### config.mk
export PLATFORM = sky130hd
export DESIGN_NAME = i2c_status_flags
export DESIGN_NICKNAME = d
export VERILOG_FILES = /design/src/hw/sync_edge.v /design/src/hw/i2c_status_flags.v
export VERILOG_INCLUDE_DIRS = /design/src /design/src/shared
export SDC_FILE = /design/constraint.sdc
export NUM_CORES = 1
export LEC_CHECK = 0
export ABC_AREA = 1
export CAP_MARGIN = 20
export CORE_ASPECT_RATIO = 0.6
export CORE_MARGIN = 2
export CORE_UTILIZATION = 60
export CTS_BUF_LIST = sky130_fd_sc_hd__clkbuf_4 sky130_fd_sc_hd__clkbuf_8 sky130_fd_sc_hd__clkbuf_16
export CTS_CLUSTER_DIAMETER = 150
export DETAILED_ROUTE_END_ITERATION = 7
export DONT_BUFFER_PORTS = 1
export GPL_ROUTABILITY_DRIVEN = 0
export PLACE_DENSITY_LB_ADDON = 0.15
export SLEW_MARGIN = 20
export SYNTH_ARGS = -nofsm -noshare
export SYNTH_HDL_FRONTEND = slang
export SYNTH_SLANG_ARGS = --single-unit
### constraint.sdc
create_clock -name clk_i -period 1.7 [get_ports clk_i]
set_clock_uncertainty 0.1 [all_clocks]
set_input_delay 0.17 -clock clk_i [delete_from_list [all_inputs] [get_ports clk_i]]
set_output_delay 0.17 -clock clk_i [all_outputs]
set_load 0.005 [all_outputs]
### src/shared/i2c_flag_defs.vh
// constants for the two-wire status flag block
`ifndef I2C_FLAG_DEFS_VH
`define I2C_FLAG_DEFS_VH
`define FLAG_STATUS_ADDR   4'h0
`define FLAG_CONTROL_ADDR  4'h4
`define FLAG_AL_BIT        2
`define FLAG_AAS_BIT       1
`define FLAG_GC_BIT        0
`define CTRL_ADDR_LSB      0
`define CTRL_ADDR_MSB      6
`define CTRL_MASTER_BIT    8
`define CTRL_TRANSMIT_BIT  9
`define CTRL_CLKSYNC_BIT   10
`define CTRL_RESET_VAL     32'h00000000
`define FRAME_BITS         4'h9
`define GC_ADDRESS         7'h00
`endif

### src/hw/sync_edge.v
// two-flop synchroniser with rise and fall detection
`timescale 1ns/1ps
module sync_edge (
    input  wire clk_i,
    input  wire rst_i,
    input  wire async_i,
    output wire level_o,
    output wire rise_o,
    output wire fall_o
);
    reg meta_r;
    reg sync_r;
    reg prev_r;
    always @(posedge clk_i) begin
        if (rst_i) begin
            meta_r <= 1'b1;
            sync_r <= 1'b1;
            prev_r <= 1'b1;
        end else begin
            meta_r <= async_i;
            sync_r <= meta_r;
            prev_r <= sync_r;
        end
    end
    assign level_o = sync_r;
    assign rise_o  = sync_r & ~prev_r;
    assign fall_o  = ~sync_r & prev_r;
endmodule // sync_edge

### src/hw/i2c_status_flags.v
// status flags of the two-wire interface with wishbone slave
//
// Summary of operation
// - master transmit, driven data mismatch at clock rise
// - master mode, start seen while driving high
// - clocked sync, last bit while receive full
// - arbitration flag cleared by 0 after read 1
// - slave receive, first frame matches own address
// - slave receive, general call sets address match
// - address match cleared by 0 after read 1
// - slave receive, general call sets general call flag
// - general call flag cleared by 0 after read 1
//
// The Wishbone register port and the placing of the registers were decided locally.
`timescale 1ns/1ps
`include "i2c_flag_defs.vh"
module i2c_status_flags (
    input  wire        clk_i,
    input  wire        rst_i,
    input  wire        wb_cyc_i,
    input  wire        wb_stb_i,
    input  wire        wb_we_i,
    input  wire [3:0]  wb_adr_i,
    input  wire [3:0]  wb_sel_i,
    input  wire [31:0] wb_dat_i,
    output reg  [31:0] wb_dat_o,
    output reg         wb_ack_o,
    input  wire        scl_i,
    input  wire        sda_i,
    input  wire        sda_drive_i,
    input  wire        receive_full_flag_i,
    output wire [2:0]  flags_o
);
    //------------------------------------------------------------
    // pin synchronisers
    //------------------------------------------------------------
    wire scl_s;
    wire scl_rise;
    wire scl_fall;
    wire sda_s;
    wire sda_rise;
    wire sda_fall;
    sync_edge u_scl (
        .clk_i   (clk_i),
        .rst_i   (rst_i),
        .async_i (scl_i),
        .level_o (scl_s),
        .rise_o  (scl_rise),
        .fall_o  (scl_fall)
    );
    sync_edge u_sda (
        .clk_i   (clk_i),
        .rst_i   (rst_i),
        .async_i (sda_i),
        .level_o (sda_s),
        .rise_o  (sda_rise),
        .fall_o  (sda_fall)
    );
    //------------------------------------------------------------
    // control register
    //------------------------------------------------------------
    reg  [31:0] ctrl_r;
    wire [6:0]  own_slave_address = ctrl_r[`CTRL_ADDR_MSB:`CTRL_ADDR_LSB];
    wire        master_mode       = ctrl_r[`CTRL_MASTER_BIT];
    wire        transmit_mode     = ctrl_r[`CTRL_TRANSMIT_BIT];
    wire        clksync_mode      = ctrl_r[`CTRL_CLKSYNC_BIT];
    wire        slave_rx_mode     = ~master_mode & ~transmit_mode & ~clksync_mode;
    //------------------------------------------------------------
    // bus events and frame shifter
    //------------------------------------------------------------
    wire       start_det = sda_fall & scl_s & ~clksync_mode;
    wire       stop_det  = sda_rise & scl_s & ~clksync_mode;
    reg  [3:0] bit_cnt_r;
    reg  [7:0] shift_r;
    reg        first_frame_r;
    wire [3:0] frame_len = clksync_mode ? 4'h8 : `FRAME_BITS;
    wire       last_bit  = scl_rise & (bit_cnt_r == frame_len - 4'h1);
    wire       addr_done = scl_rise & first_frame_r & (bit_cnt_r == 4'h7);
    wire [7:0] addr_byte = {shift_r[6:0], sda_s};
    always @(posedge clk_i) begin
        if (rst_i) begin
            bit_cnt_r     <= 4'h0;
            shift_r       <= 8'h00;
            first_frame_r <= 1'b0;
        end else if (start_det) begin
            bit_cnt_r     <= 4'h0;
            first_frame_r <= 1'b1;
        end else if (stop_det) begin
            bit_cnt_r     <= 4'h0;
            first_frame_r <= 1'b0;
        end else if (scl_rise) begin
            shift_r <= addr_byte;
            if (last_bit) begin
                bit_cnt_r     <= 4'h0;
                first_frame_r <= 1'b0;
            end else begin
                bit_cnt_r <= bit_cnt_r + 4'h1;
            end
        end
    end
    wire own_match = addr_done & (addr_byte[7:1] == own_slave_address);
    wire gc_match  = addr_done & (addr_byte[7:1] == `GC_ADDRESS) & ~addr_byte[0];
    wire set_al  = (master_mode & transmit_mode & ~clksync_mode & scl_rise
                    & (sda_drive_i != sda_s))
                 | (master_mode & start_det & sda_drive_i)
                 | (clksync_mode & last_bit & receive_full_flag_i);
    wire set_aas = slave_rx_mode & (own_match | gc_match);
    wire set_gc  = slave_rx_mode & gc_match;
    //------------------------------------------------------------
    // flags with read-one then write-zero clear
    //------------------------------------------------------------
    reg  [2:0] flag_r;
    reg  [2:0] armed_r;
    wire [2:0] set_vec = {set_al, set_aas, set_gc};
    wire       req     = wb_cyc_i & wb_stb_i & ~wb_ack_o;
    wire       st_sel  = (wb_adr_i == `FLAG_STATUS_ADDR);
    wire       st_wr   = req & wb_we_i & st_sel & wb_sel_i[0];
    wire       st_rd   = req & ~wb_we_i & st_sel;
    genvar g;
    generate
        for (g = 0; g < 3; g = g + 1) begin : g_flag
            always @(posedge clk_i) begin
                if (rst_i) begin
                    flag_r[g]  <= 1'b0;
                    armed_r[g] <= 1'b0;
                end else begin
                    if (set_vec[g]) begin
                        flag_r[g] <= 1'b1;
                    end else if (st_wr & ~wb_dat_i[g] & armed_r[g]) begin
                        flag_r[g] <= 1'b0;
                    end
                    if (st_rd & flag_r[g]) begin
                        armed_r[g] <= 1'b1;
                    end else if (st_wr | ~flag_r[g]) begin
                        armed_r[g] <= 1'b0;
                    end
                end
            end
        end
    endgenerate
    assign flags_o = flag_r;
    //------------------------------------------------------------
    // wishbone slave
    //------------------------------------------------------------
    always @(posedge clk_i) begin
        if (rst_i) begin
            ctrl_r   <= `CTRL_RESET_VAL;
            wb_ack_o <= 1'b0;
            wb_dat_o <= 32'h00000000;
        end else begin
            wb_ack_o <= req;
            if (req & ~wb_we_i) begin
                if (st_sel) begin
                    wb_dat_o <= {29'h0, flag_r};
                end else if (wb_adr_i == `FLAG_CONTROL_ADDR) begin
                    wb_dat_o <= {21'h0, ctrl_r[10:8], 1'b0, ctrl_r[6:0]};
                end else begin
                    wb_dat_o <= 32'h00000000;
                end
            end
            if (req & wb_we_i & (wb_adr_i == `FLAG_CONTROL_ADDR)) begin
                if (wb_sel_i[0]) begin
                    ctrl_r[6:0] <= wb_dat_i[6:0];
                end
                if (wb_sel_i[1]) begin
                    ctrl_r[10:8] <= wb_dat_i[10:8];
                end
            end
        end
    end
endmodule // i2c_status_flags

# Yosys cells after proc, flatten, opt, wreduce, memory -nomap -nowiden
# Cells that the tools add are included.
[op_classes] bitwise=64 n_eq_ne=5 addsub=2 reduce_logical=15 muxes=20
[ops] op="bitwise AND 1 bit" count=42
[ops] op="2-to-1 mux 11 bit" count=2
[ops] op="2-to-1 mux 1 bit" count=17
[ops] op="inverter 1 bit" count=16
[ops] op="nonzero test 2 bit" count=6
[ops] op="equality test 4 x 3 -> 1 bit, second input constant" count=2
[ops] op="equality test 7 bit" count=1
[ops] op="logical NOT 7 bit" count=1
[ops] op="bitwise OR 1 bit" count=6
[ops] op="AND reduction 2 bit" count=3
[ops] op="nonzero test 3 bit" count=2
[ops] op="adder 4 x 1 -> 4 bit, second input constant" count=1
[ops] op="equality test 4 bit" count=1
[ops] op="logical NOT 4 bit" count=1
[ops] op="2-to-1 mux 4 bit" count=1
[ops] op="subtractor 4 x 1 -> 4 bit, second input constant" count=1
[ops] op="AND reduction 3 bit" count=1
[ops] op="OR reduction 3 bit" count=1
[ops] op="!= test 1 bit" count=1
[totals] register_bits=67 output_inout_bits=36 word_cells=125 inputBits=49

# Depth between registers and ports, before layout
# Gate-level depths: netlist of run 1.
[logic_depth] ltp_word=9 ltp_mapped=9 ltp_nobuf=9

# Hierarchy
# A second synthesis of run 1 with hierarchy kept.
[hier_totals] cells_unflattened=292 hier_area_um2=2168.3
[modules_own_cells] mod="i2c_status_flags" cells_per_inst=266 instances=1 area_per_inst_um2=1973.1 seq_area_each_um2=780.7
[modules_own_cells] mod="sync_edge" cells_per_inst=13 instances=2 area_per_inst_um2=97.6 seq_area_each_um2=60.1

# Worst setup path before layout of run 1
# Ideal clock, no wire load.
[synth_path] kind="register to register" from="register u_sda.sync_r (netlist: u_sda.level_o)" to="register shift_r[5]" slack_ns=0.459 setup_time_ns=0.116 stages_incl_launch_ff=9 t_required_ns=1.484 n_path_buf=1 arrival_ns=1.026 synth_period_minus_slack_ns=1.241 path_cell_list="dfxtp_1 inv_2 nor2_1 nand3_2 nand2_4 nor2_4 buf_8 o21ai_2 a21oi_2"
[synth_via] elab_chain_cells=6 word_cells_on_any_way=10 classes_between="bitwise: 9; reduce/logical: 1"
[synth_rtl] element="start: declaration" line="sync_edge.v:12" rtl="reg sync_r;"
[synth_rtl] element="start signal: assignment" line="sync_edge.v:21" rtl="sync_r <= meta_r;"
[synth_rtl] element="inverter 1 bit" line="sync_edge.v:27" rtl="assign fall_o = ~sync_r & prev_r;"
[synth_rtl] element="bitwise AND 1 bit" line="sync_edge.v:27"
[synth_rtl] element="bitwise AND 1 bit (2 in a row)" line="i2c_status_flags.v:71" rtl="wire start_det = sda_fall & scl_s & ~clksync_mode;"
[synth_rtl] element="inverter 1 bit (no line)"
[synth_rtl] element="AND reduction 3 bit (no line) *"
[synth_rtl] element="end signal: assignment" line="i2c_status_flags.v:92" rtl="shift_r <= addr_byte;"
[synth_rtl] element="end: declaration" line="i2c_status_flags.v:74" rtl="reg [7:0] shift_r;"
# Mark *: on every way between the ends. The rest lies on a longest branch, timed or not.
# A chain may end at the register's enable or synchronous reset.

# Worst setup path in the final report of run 1
[layout_path] from="register ctrl_r[10]" to="register shift_r[1]"
[layout_via] elab_chain_cells=4 word_cells_on_any_way=6 classes_between="bitwise: 5; reduce/logical: 1"
[layout_rtl] element="start: declaration" line="i2c_status_flags.v:62" rtl="reg [31:0] ctrl_r;"
[layout_rtl] element="start signal: assignment" line="i2c_status_flags.v:147" rtl="ctrl_r <= `CTRL_RESET_VAL;"
[layout_rtl] element="start signal: assignment" line="i2c_status_flags.v:166" rtl="ctrl_r[10:8] <= wb_dat_i[10:8];"
[layout_rtl] element="inverter 1 bit *" line="i2c_status_flags.v:71, i2c_status_flags.v:72"
[layout_rtl] element="bitwise AND 1 bit (on tied branches)" line="i2c_status_flags.v:72, i2c_status_flags.v:71"
[layout_rtl] element="inverter 1 bit (no line)"
[layout_rtl] element="AND reduction 3 bit (no line) *"
# Marked as above.

==> results of run 1 <==
[cell usage in the layout (no fill, tap or decap)]
| master | n |
|---|---|
| nor2_4 | 1 |
| nand2_2 | 2 |
| inv_2 | 2 |
| a22oi_1 | 7 |
| a21oi_1 | 14 |
| nand2_1 | 40 |
| dfxtp_1 | 45 |
| a211oi_1 | 1 |
| o21ai_0 | 14 |
| buf_4 | 3 |
| conb_1 | 22 |
| a21oi_2 | 3 |
| xor2_1 | 3 |
| dlygate4sd3_1 | 22 |
| inv_1 | 25 |
| nor3_1 | 3 |
| nor2_1 | 40 |
| nor2_2 | 3 |
| nand3_2 | 1 |
| xnor2_1 | 4 |
| a31oi_1 | 4 |
| ha_1 | 1 |
| o21ai_2 | 4 |
| nand2_4 | 2 |
| nand4_1 | 4 |
| nand3_1 | 15 |
| or2_2 | 4 |
| clkbuf_8 | 5 |
| nand4_4 | 1 |
| clkinv_2 | 3 |
| bufinv_16 | 1 |
[path summary, 6_finish.rpt]
check	end	slack, ns
min reg2reg	armed_r[0]$_SDFFE_PP0P_	0.39
max	shift_r[1]$_SDFFE_PP0P_	0.21
max reg2reg	shift_r[1]$_SDFFE_PP0P_	0.21
min	ctrl_r[4]$_SDFFE_PP0P_	0.03
[per-layer routing]
metal,share of wire (%),up-vias
met5,0,-
met4,1.1,0
met3,9.9,8
met2,41,76
met1,48,741
li1,-,886
[through the flow]
step                      instances  util, %
after floorplan                 295        -
after global placement          315    62.31
after detailed placement        315    62.31
after CTS                       344    72.06
after global routing            344    72.06
final                           344    72.06
[final cells by class]
class                   count  area [um2]
multi-input cells         193       979.7
clock buffers               5       68.82
fillers                   285       928.4
inverters                  29       111.4
repair buffers             25       242.7
clock inverters             2       35.03
well taps                  45       56.30
flip-flops and latches     45       900.9
[logic make-up after synthesis]
group / synth area share [%]
simple gates: 25.22
other cells: 0.1762
xor+xnor: 2.881
compound gates: 13.46
flops: 42.33
fa+ha+maj: 0.5878
buf+inv: 15.34
[where the power goes]
| part | total [W] | switching [W] | internal (W) |
|---|---|---|---|
| Combinational | 0.000144 | 0.0000789 | 0.0000652 |
| Sequential | 0.00108 | 0.0000139 | 0.00107 |
| Clock | 0.000799 | 0.000371 | 0.000428 |
| Total | 0.00202 | 0.000464 | 0.00156 |
[registers in the layout, indices dropped and copies added (netlist names), 3 cells and up]
name and cells:
ctrl_r 10, flags_o 3, armed_r 3, bit_cnt_r 4
wb_dat_o 10, shift_r 7
==> reports/metrics.yaml, run 1 <==
yosys:
  synth_area_um2: 2128
  ys_ff_latch: 45
  synth_common_cells: "45 x dfxtp_1, 40 x nand2_1, 40 x nor2_1"
  ys_types: 32
  synthTopCellsByArea: "dfxtp_1 42%, buf_4 7.8%, nand2_1 7.1%, nor2_1 7.1%, inv_1 4.4%"
  synth_warnings: 0
  yosys_most_used_dff: "dfxtp_1"
  yosysSeqAreaShare_pct: 42.33
  synth.top_cell.area_share_pct: 42.33
  synthMostInstantiatedCell: "dfxtp_1"
  synthArstFlopShare_pct: 0
  synth.largest_area_cell: "dfxtp_1"
  avgSynthCellArea_um2: 7.767
  synthCells: 274
  synth_edf_count: 0
setup_path:
  critical_path_buf_inv_count: 1
  r2r_cells: 6
  timing.critical_path.slowest_stage_cell: "dfxtp_1"
  crit_type: "reg2reg"
  crit_path_start: "ctrl_r[10]$_SDFFE_PP0P_"
  cp.required_ns: 1.83
  crit_chain: "inv_2, nand3_2, nand2_4, nor2_4, o21ai_0, a21oi_1"
  cp.arrival_ns: 1.63
  startpoint_type: "flip-flop"
  rr_startpoint: "ctrl_r[10]$_SDFFE_PP0P_"
  crit_fanout: 13
  cp-end-kind: "flip-flop"
  critical_path.max_stage_delay_ns: 0.44
  crit_family: "simple AND/OR/NAND/NOR gates"
  path_depth: 6
floorplanning:
  dieArea_um2: 4055
  core_um2: 3323
  start_util_pct: 64.04
  dieHeight_um: 50.14
  fp.dieW_um: 80.89
  row_count: 16
  io_pins: 85
timing:
  hold_slack_ns: 0.02592
  maxClockFrequency_mhz: 669.3
  relSlewSlack_pct: 51.53
  finalSetupViolations: 0
  min_period_ns: 1.494
  post-route-period-util_pct: 87.89
  worstMarginPinSlew_ns: 0.7247
  setup_slack_ns: 0.2059
  tns_ns: 0
  hold_violations: 0
  maxSlewViolCount: 0
  rsz0062_at_grt: "false"
clock_network:
  cts_tree: "done"
  cts_inserted_buffers: 5
  clock_latency_ns: 0.30
  cts-resized-gates: 0
  hold_buffers: 22
  htreeDepth: 2
  path_clk_slew_ns: 0.09
  root_buffer: "clkbuf_8"
  post_cts_buffers: 0
  cts_num_sinks: 45
  cts_buffer_depth: 2
global_routing:
  grt_usage_pct: 24.75
  busiest_layer: "met2"
  antenna_found_initial: 0
  gr-total-overflow: 0
  grtUsageMet2_pct: 35.67
  grt_pass1_wl_um: 7534
  grt_pass1_vias: 1622
  use_met1_pct: 33.90
  use_met3_pct: 9.173
  grt_start_max_net_pins: 19
status:
  status: "completed"
routing:
  wl_per_cell_um: 13.15
  finalWirelength_um: 4522
  vias: 1711
  drcViolationCount: 0
  drt_iter0_markers: 127
  antenna_left: 0
  avgViaCountPerCell: 4.974
  first_pass_iters: 4
cells_and_area:
  final_nets: 349
  final_area_um2: 2395
  area_growth_pct: 12.52
  n_antenna_cell: 0
  drive_gt1_share_pct: 11.71
power:
  peakVddDrop_mv: 0.5540
  p_leak_nw: 0.9822
  power.density_nw_per_um2: 845.5
  finalPower_w: 0.002025
hold_path:
  hp-class: "in2reg"
  hold_depth: 2
  min_from: "wb_sel_i[0]"
placement:
  hpwl_um: 3144
  pre_cts_ws_ns: 0.2453
  portBuffers: 0
  placed_cell_area_um2: 2071
job:
  maxCapViolations: 0
Note: power is estimated with default switching activity, not from simulation.
==> run 2, diff against run 1 <==
==> constraint.sdc (replaced) <==
create_clock -name clk_i -period 1.5 [get_ports clk_i]
set_clock_uncertainty 0.1 [all_clocks]
set_input_delay 0.15 -clock clk_i [delete_from_list [all_inputs] [get_ports clk_i]]
set_output_delay 0.15 -clock clk_i [all_outputs]
set_load 0.005 [all_outputs]
==> run 2 against run 1 <==
Net effect:
- die area unchanged
- sequential power grew 14%
- wire length fell by 1.3%
- worst setup slack worse by 0.12 ns
- via count is 2.3% higher
- critical path type unchanged
==> reports/metrics.yaml, run 2 (synthesized netlist as in run 1, its figures left out) <==
setup_path:
  cp.arrival_ns: 1.54  # -0.09 ns
  critical_path.max_stage_delay_ns: 0.34  # -0.10 ns
  crit_type: "reg2reg"
  rr_startpoint: "wb_ack_o$_SDFF_PP0_"
  crit_chain: "inv_1, nand4_1, nor2_2, nand2_4, clkinv_2, o21ai_0, a21oi_1"
  cp.required_ns: 1.62  # -0.21 ns
  rr_endpoint: "ctrl_r[0]$_SDFFE_PP0P_"
  timing.critical_path.slowest_stage_cell: "dfxtp_1"
  r2r_cells: 7  # +1
  cp-end-kind: "flip-flop"
  crit_fanout: 9  # -4
  ff2ff_setup_slack_ns: 0.09  # -0.12 ns
  startpoint_type: "flip-flop"
clock_network:
  cts_num_sinks: 45  # unchanged
  clock_latency_ns: 0.29  # about the same
  cts_buffer_depth: 2  # unchanged
  cts_inserted_buffers: 5  # unchanged
  root_buffer: "clkbuf_8"
  post_cts_buffers: 0  # unchanged
  cts_tree: "done"
  path_clk_slew_ns: 0.08  # about the same
  htreeDepth: 2  # unchanged
floorplanning:
  fp.dieW_um: 80.89  # unchanged
  core_um2: 3323  # unchanged
  io_pins: 85  # unchanged
  start_util_pct: 64.04  # unchanged
  dieArea_um2: 4055  # unchanged
  dieHeight_um: 50.14  # unchanged
  row_count: 16  # unchanged
cells_and_area:
  n_antenna_cell: 0  # unchanged
  area_growth_pct: 11.70
  top_regs: "ctrl_r x10, wb_dat_o x10, shift_r x7"
  multi_input_area_um2: 989.7  # +1.0%
  fill_cells: 289  # +1.4%
  finalNonFillerCells: 342  # -0.58%
  fin_util_pct: 71.54  # -0.53 points
  final_cell_mix: "44 x dfxtp_1, 40 x nand2_1, 38 x nor2_1"
  final_common_cell: "dfxtp_1"
  final_area_um2: 2377  # -0.73%
  seqCellArea_um2: 902.1  # +0.14%
  drive_gt1_share_pct: 13.80  # +2.1 points
  final_nets: 347  # -0.57%
routing:
  first_pass_iters: 4  # unchanged
  avgViaCountPerCell: 5.117  # +2.9%
  finalWirelength_um: 4461  # -1.3%
  vias: 1750  # +2.3%
  drt_iter0_markers: 110  # -13%
  wl_per_cell_um: 13.04  # -0.77%
  antenna_left: 0  # unchanged
  drcViolationCount: 0  # unchanged
timing:
  hold_violations: 0  # unchanged
  post-route-period-util_pct: 94.22  # +6.3 points
  finalSetupViolations: 0  # unchanged
  relSlewSlack_pct: 39.82  # -12 points
  rsz0062_at_grt: "true"
  min_period_ns: 1.413  # -0.08087 ns
  maxSlewViolCount: 0  # unchanged
  maxClockFrequency_mhz: 707.6  # +5.7%
  tns_ns: 0  # unchanged
  worstMarginPinSlew_ns: 0.8997  # +0.1750 ns
global_routing:
  gr-total-overflow: 0  # unchanged
  grt_usage_pct: 23.17  # -1.6 points
  grt_pass1_wl_um: 7141  # -5.2%
  grt_pass1_vias: 1545  # -4.7%
  grt_start_max_net_pins: 24  # +5
  antenna_found_initial: 0  # unchanged
placement:
  placed_cell_area_um2: 2106  # +1.7%
  dp.cells: 318  # +0.95%
  hpwl_um: 3188  # +1.4%
  portBuffers: 0  # unchanged
power:
  finalPower_w: 0.002147  # +6.0%
  p_leak_nw: 0.9866  # +0.45%
  power.density_nw_per_um2: 903.1  # +6.8%
  peakVddDrop_mv: 0.6960  # +26%
hold_path:
  hp-class: "in2reg"
  holdPathEnd: "flags_o[2]$_SDFFE_PP0P_"
  min_from: "receive_full_flag_i"
  hold_depth: 4  # +2
status:
  status: "completed"
job:
  maxCapViolations: 0  # unchanged
run 2: where the power goes:
| part | switching (W) | internal, W | leakage (nW) | total (W) |
|---|---|---|---|---|
| registers | 0.0000151 | 0.00121 | 0.364 | 0.00123 |
| clock network | 0.000376 | 0.000384 | 0.0477 | 0.000760 |
| logic | 0.0000919 | 0.0000697 | 0.575 | 0.000162 |
| total | 0.000483 | 0.00166 | 0.987 | 0.00215 |
run 2: worst max path at each step:
stage	start	to	cells past startpoint
floorplan	u_sda.level_o$_SDFF_PP1_	shift_r[5]$_SDFFE_PP0P_	8
global placement	u_sda.level_o$_SDFF_PP1_	shift_r[2]$_SDFFE_PP0P_	8
detailed placement	wb_ack_o$_SDFF_PP0_	ctrl_r[0]$_SDFFE_PP0P_	7
CTS	wb_ack_o$_SDFF_PP0_	ctrl_r[0]$_SDFFE_PP0P_	7
global route	wb_ack_o$_SDFF_PP0_	wb_dat_o[5]$_SDFFE_PP0N_	5
finish	wb_ack_o$_SDFF_PP0_	ctrl_r[0]$_SDFFE_PP0P_	7
run 2: what timing repair did:
| action | in CTS | in global routing |
|---|---|---|
| hold buffers | 16 | 1 |
| resized for setup | 0 | 5 |
| setup endpoints to repair | 0 | 11 |
| endpoints found under the hold margin | 32 | 2 |
run 2: layout make-up:
type	instances	area share, %
tap	45	2.368
inverter	29	4.684
timing repair buffer	23	9.579
multi-input combinational	193	41.63
clock buffer	7	3.789
sequential	45	37.95
run 2: per-layer routing:
metal | vias to the layer above | track usage [%] | part of all wire [%]
met2 | 65 | 31.82 | 40
li1 | 889 | - | -
met1 | 791 | 35.43 | 52
met5 | - | 0 | 0
met3 | 5 | 7.194 | 7.8
met4 | 0 | 4.802 | 0.61
run 2: worst max-delay path, delay by kind of cell (launching register included):
| family | cells | cell delay (ns) |
|---|---|---|
| and+or+nand+nor | 3 | 0.47 |
| DFF | 1 | 0.34 |
| AOI/OAI and AO/OA | 2 | 0.24 |
| buffers and inverters | 2 | 0.19 |
run 2: metrics by stage:
stage	hold WS, ns	worst slack, ns
after detailed placement	0.1248	0.09472
after floorplan	0.1538	0.2587
after global placement	0.1236	0.1146
after CTS	0.007353	0.06959
after global routing	0.03071	-0.01981
final	0.005198	0.08674
==> run 3, diff against run 2 <==
--- a/config.mk
+++ b/config.mk
@@ -8,15 +8,15 @@
 export LEC_CHECK = 0
 export ABC_AREA = 1
 export CAP_MARGIN = 20
-export CORE_ASPECT_RATIO = 0.6
 export CORE_MARGIN = 2
-export CORE_UTILIZATION = 60
+export CORE_UTILIZATION = 56
 export CTS_BUF_LIST = sky130_fd_sc_hd__clkbuf_4 sky130_fd_sc_hd__clkbuf_8 sky130_fd_sc_hd__clkbuf_16
 export CTS_CLUSTER_DIAMETER = 150
 export DETAILED_ROUTE_END_ITERATION = 7
 export DONT_BUFFER_PORTS = 1
 export GPL_ROUTABILITY_DRIVEN = 0
 export PLACE_DENSITY_LB_ADDON = 0.15
+export SKIP_LAST_GASP = 1
 export SLEW_MARGIN = 20
 export SYNTH_ARGS = -nofsm -noshare
 export SYNTH_HDL_FRONTEND = slang
==> constraint.sdc (replaced) <==
create_clock -name clk_i -period 1.1 [get_ports clk_i]
set_clock_uncertainty 0.1 [all_clocks]
set_input_delay 0.11 -clock clk_i [delete_from_list [all_inputs] [get_ports clk_i]]
set_output_delay 0.11 -clock clk_i [all_outputs]
set_load 0.005 [all_outputs]
==> run 3 against run 2 <==
Net effect:
- the flow now finishes with violations (hold timing, setup timing)
- core utilization increased by 8.1 points
- wire length is 30% higher
- worst setup slack worse by 0.40 ns
- power is 42% higher
- largest power group unchanged
- non-clock buffer count is 33 higher
- via count grew 12%
- sequential cell count unchanged
- critical endpoint is now ctrl_r[9]$_SDFFE_PP0P_
- clock power up 45%
- maximum frequency decreased by 0.24%
- register-to-register slack worse by 0.40 ns
==> reports/metrics.yaml, run 3 (synthesized netlist as in run 1, its figures left out) <==
power:
  finalPower_w: 0.003054  # +42%
  peakVddDrop_mv: 1.116  # +60%
  p_leak_nw: 1.215  # +23%
  power.density_nw_per_um2: 1048  # +16%
floorplanning:
  start_util_pct: 58.13  # -5.9 points
  io_pins: 85  # unchanged
  core_um2: 3661  # +10%
  row_count: 22  # +6
  fp.dieW_um: 65.65  # -19%
  dieArea_um2: 4310  # +6.3%
  dieHeight_um: 65.65  # +31%
setup_path:
  startpoint_type: "flip-flop"
  timing.critical_path.slowest_stage_cell: "dfxtp_2"
  r2r_cells: 7  # unchanged
  crit_type: "reg2reg"
  cp.arrival_ns: 1.51  # -0.03 ns
  cp.required_ns: 1.20  # -0.42 ns
  cp-end-kind: "flip-flop"
  crit_family: "simple AND/OR/NAND/NOR gates"
  critical_path.max_stage_delay_ns: 0.34  # about the same
  path_depth: 7  # unchanged
  critical_path_buf_inv_count: 2  # unchanged
  crit_fanout: 5  # -4
  crit_chain: "inv_2, nand4_1, nor2_4, buf_6, nand2_4, o21ai_1, a21oi_1"
routing:
  avgViaCountPerCell: 5.161  # +0.85%
  antenna_left: 0  # unchanged
  vias: 1961  # +12%
  finalWirelength_um: 5779  # +30%
  wl_per_cell_um: 15.21  # +17%
  drt_iter0_markers: 154  # +40%
  drcViolationCount: 0  # unchanged
  first_pass_iters: 4  # unchanged
placement:
  portBuffers: 0  # unchanged
  dp.cells: 348  # +9.4%
  hpwl_um: 3457  # +8.4%
status:
  status: "finished, violations left"
  violations: "hold timing, setup timing"
timing:
  hold_violations: 23  # +23
  finalSetupViolations: 37  # +37
  maxClockFrequency_mhz: 705.9  # -0.24%
  tns_ns: -7.417  # -7.417 ns
  min_period_ns: 1.417  # +0.003338 ns
  rsz0062_at_grt: "true"
  setup_slack_ns: -0.3166  # -0.4033 ns
  maxSlewViolCount: 0  # unchanged
  post-route-period-util_pct: 128.8  # +35 points
  hold_slack_ns: -0.2435  # -0.2487 ns
clock_network:
  htreeDepth: 2  # unchanged
  cts_buffer_depth: 2  # unchanged
  cts_num_sinks: 45  # unchanged
  cts_tree: "done"
  cts_inserted_buffers: 5  # unchanged
  path_clk_slew_ns: 0.08  # about the same
  root_buffer: "clkbuf_8"
  clock_latency_ns: 0.31  # +0.02 ns
cells_and_area:
  final_nets: 381  # +9.8%
  n_antenna_cell: 0  # unchanged
  area_growth_pct: 36.98
  drive_gt1_share_pct: 37.05  # +23 points
  finalNonFillerCells: 380  # +11%
  top_regs: "ctrl_r x10, wb_dat_o x10, shift_r x7"
  fin_util_pct: 79.63  # +8.1 points
  final_cell_mix: "35 x nor2_1, 35 x dfxtp_1, 33 x nand2_1"
hold_path:
  hold_depth: 1  # -3
  hp-class: "in2reg"
global_routing:
  antenna_found_initial: 0  # unchanged
  gr-total-overflow: 0  # unchanged
  grt_pass1_vias: 1745  # +13%
  grt_usage_pct: 24.76  # +1.6 points
  grt_start_max_net_pins: 25  # +4.2%
  grt_pass1_wl_um: 7962  # +11%
job:
  maxCapViolations: 0  # unchanged
## run 3: final cells by class
| class | instances | area [um2] |
|---|---|---|
| fill | 254 | 745.7 |
| timing repair buffer | 56 | 524.3 |
| clock buffer | 8 | 91.34 |
| sequential | 45 | 920.9 |
| tap | 48 | 60.06 |
| inverter | 29 | 128.9 |
| multi-input combinational | 194 | 1190 |
## run 3: repair_timing
item	in CTS	in global routing
hold buffers	10	7
gates resized for setup	38	26
pin swaps	19	18
hold endpoints to repair	32	25
cloned	0	1
endpoints found under the setup margin	38	38
setup buffers	4	4
## run 3: report_power, final
part           internal [W]  switching [W]
Clock              0.000527       0.000576
Sequential          0.00165      0.0000223
Combinational      0.000138       0.000145
Total               0.00231       0.000744
## run 3: layer usage
| layer | share of wire, % | GRT usage [%] | wire length, um | vias to the layer above |
|---|---|---|---|---|
| li1 | - | - | - | 957 |
| met1 | 41 | 30.42 | 2348 | 905 |
| met2 | 50 | 41.29 | 2909 | 86 |
| met3 | 7.0 | 7.021 | 406 | 13 |
| met4 | 2.0 | 8.594 | 114 | 0 |
| met5 | 0 | 0 | 0 | - |
## run 3: stage by stage
stage	worst slack, ns	instance area [um2]	hold WS, ns
floorplan	-0.08915	2291	0.1138
global placement	-0.2026	2399	0.08239
detailed placement	-0.2100	2399	0.08493
CTS	-0.2132	2725	-0.2365
global route	-0.3843	2915	-0.2516
finish	-0.3166	2915	-0.2435
## run 3: path summary, 6_finish.rpt
kind | start | end | slack [ns]
setup / recovery | wb_ack_o$_SDFF_PP0_ | ctrl_r[9]$_SDFFE_PP0P_ | -0.32
hold / removal | rst_i | ctrl_r[8]$_SDFFE_PP0P_ | -0.24
setup reg to reg | wb_ack_o$_SDFF_PP0_ | ctrl_r[9]$_SDFFE_PP0P_ | -0.32
hold reg to reg | u_scl.meta_r$_SDFF_PP1_ | u_scl.level_o$_SDFF_PP1_ | 0.32
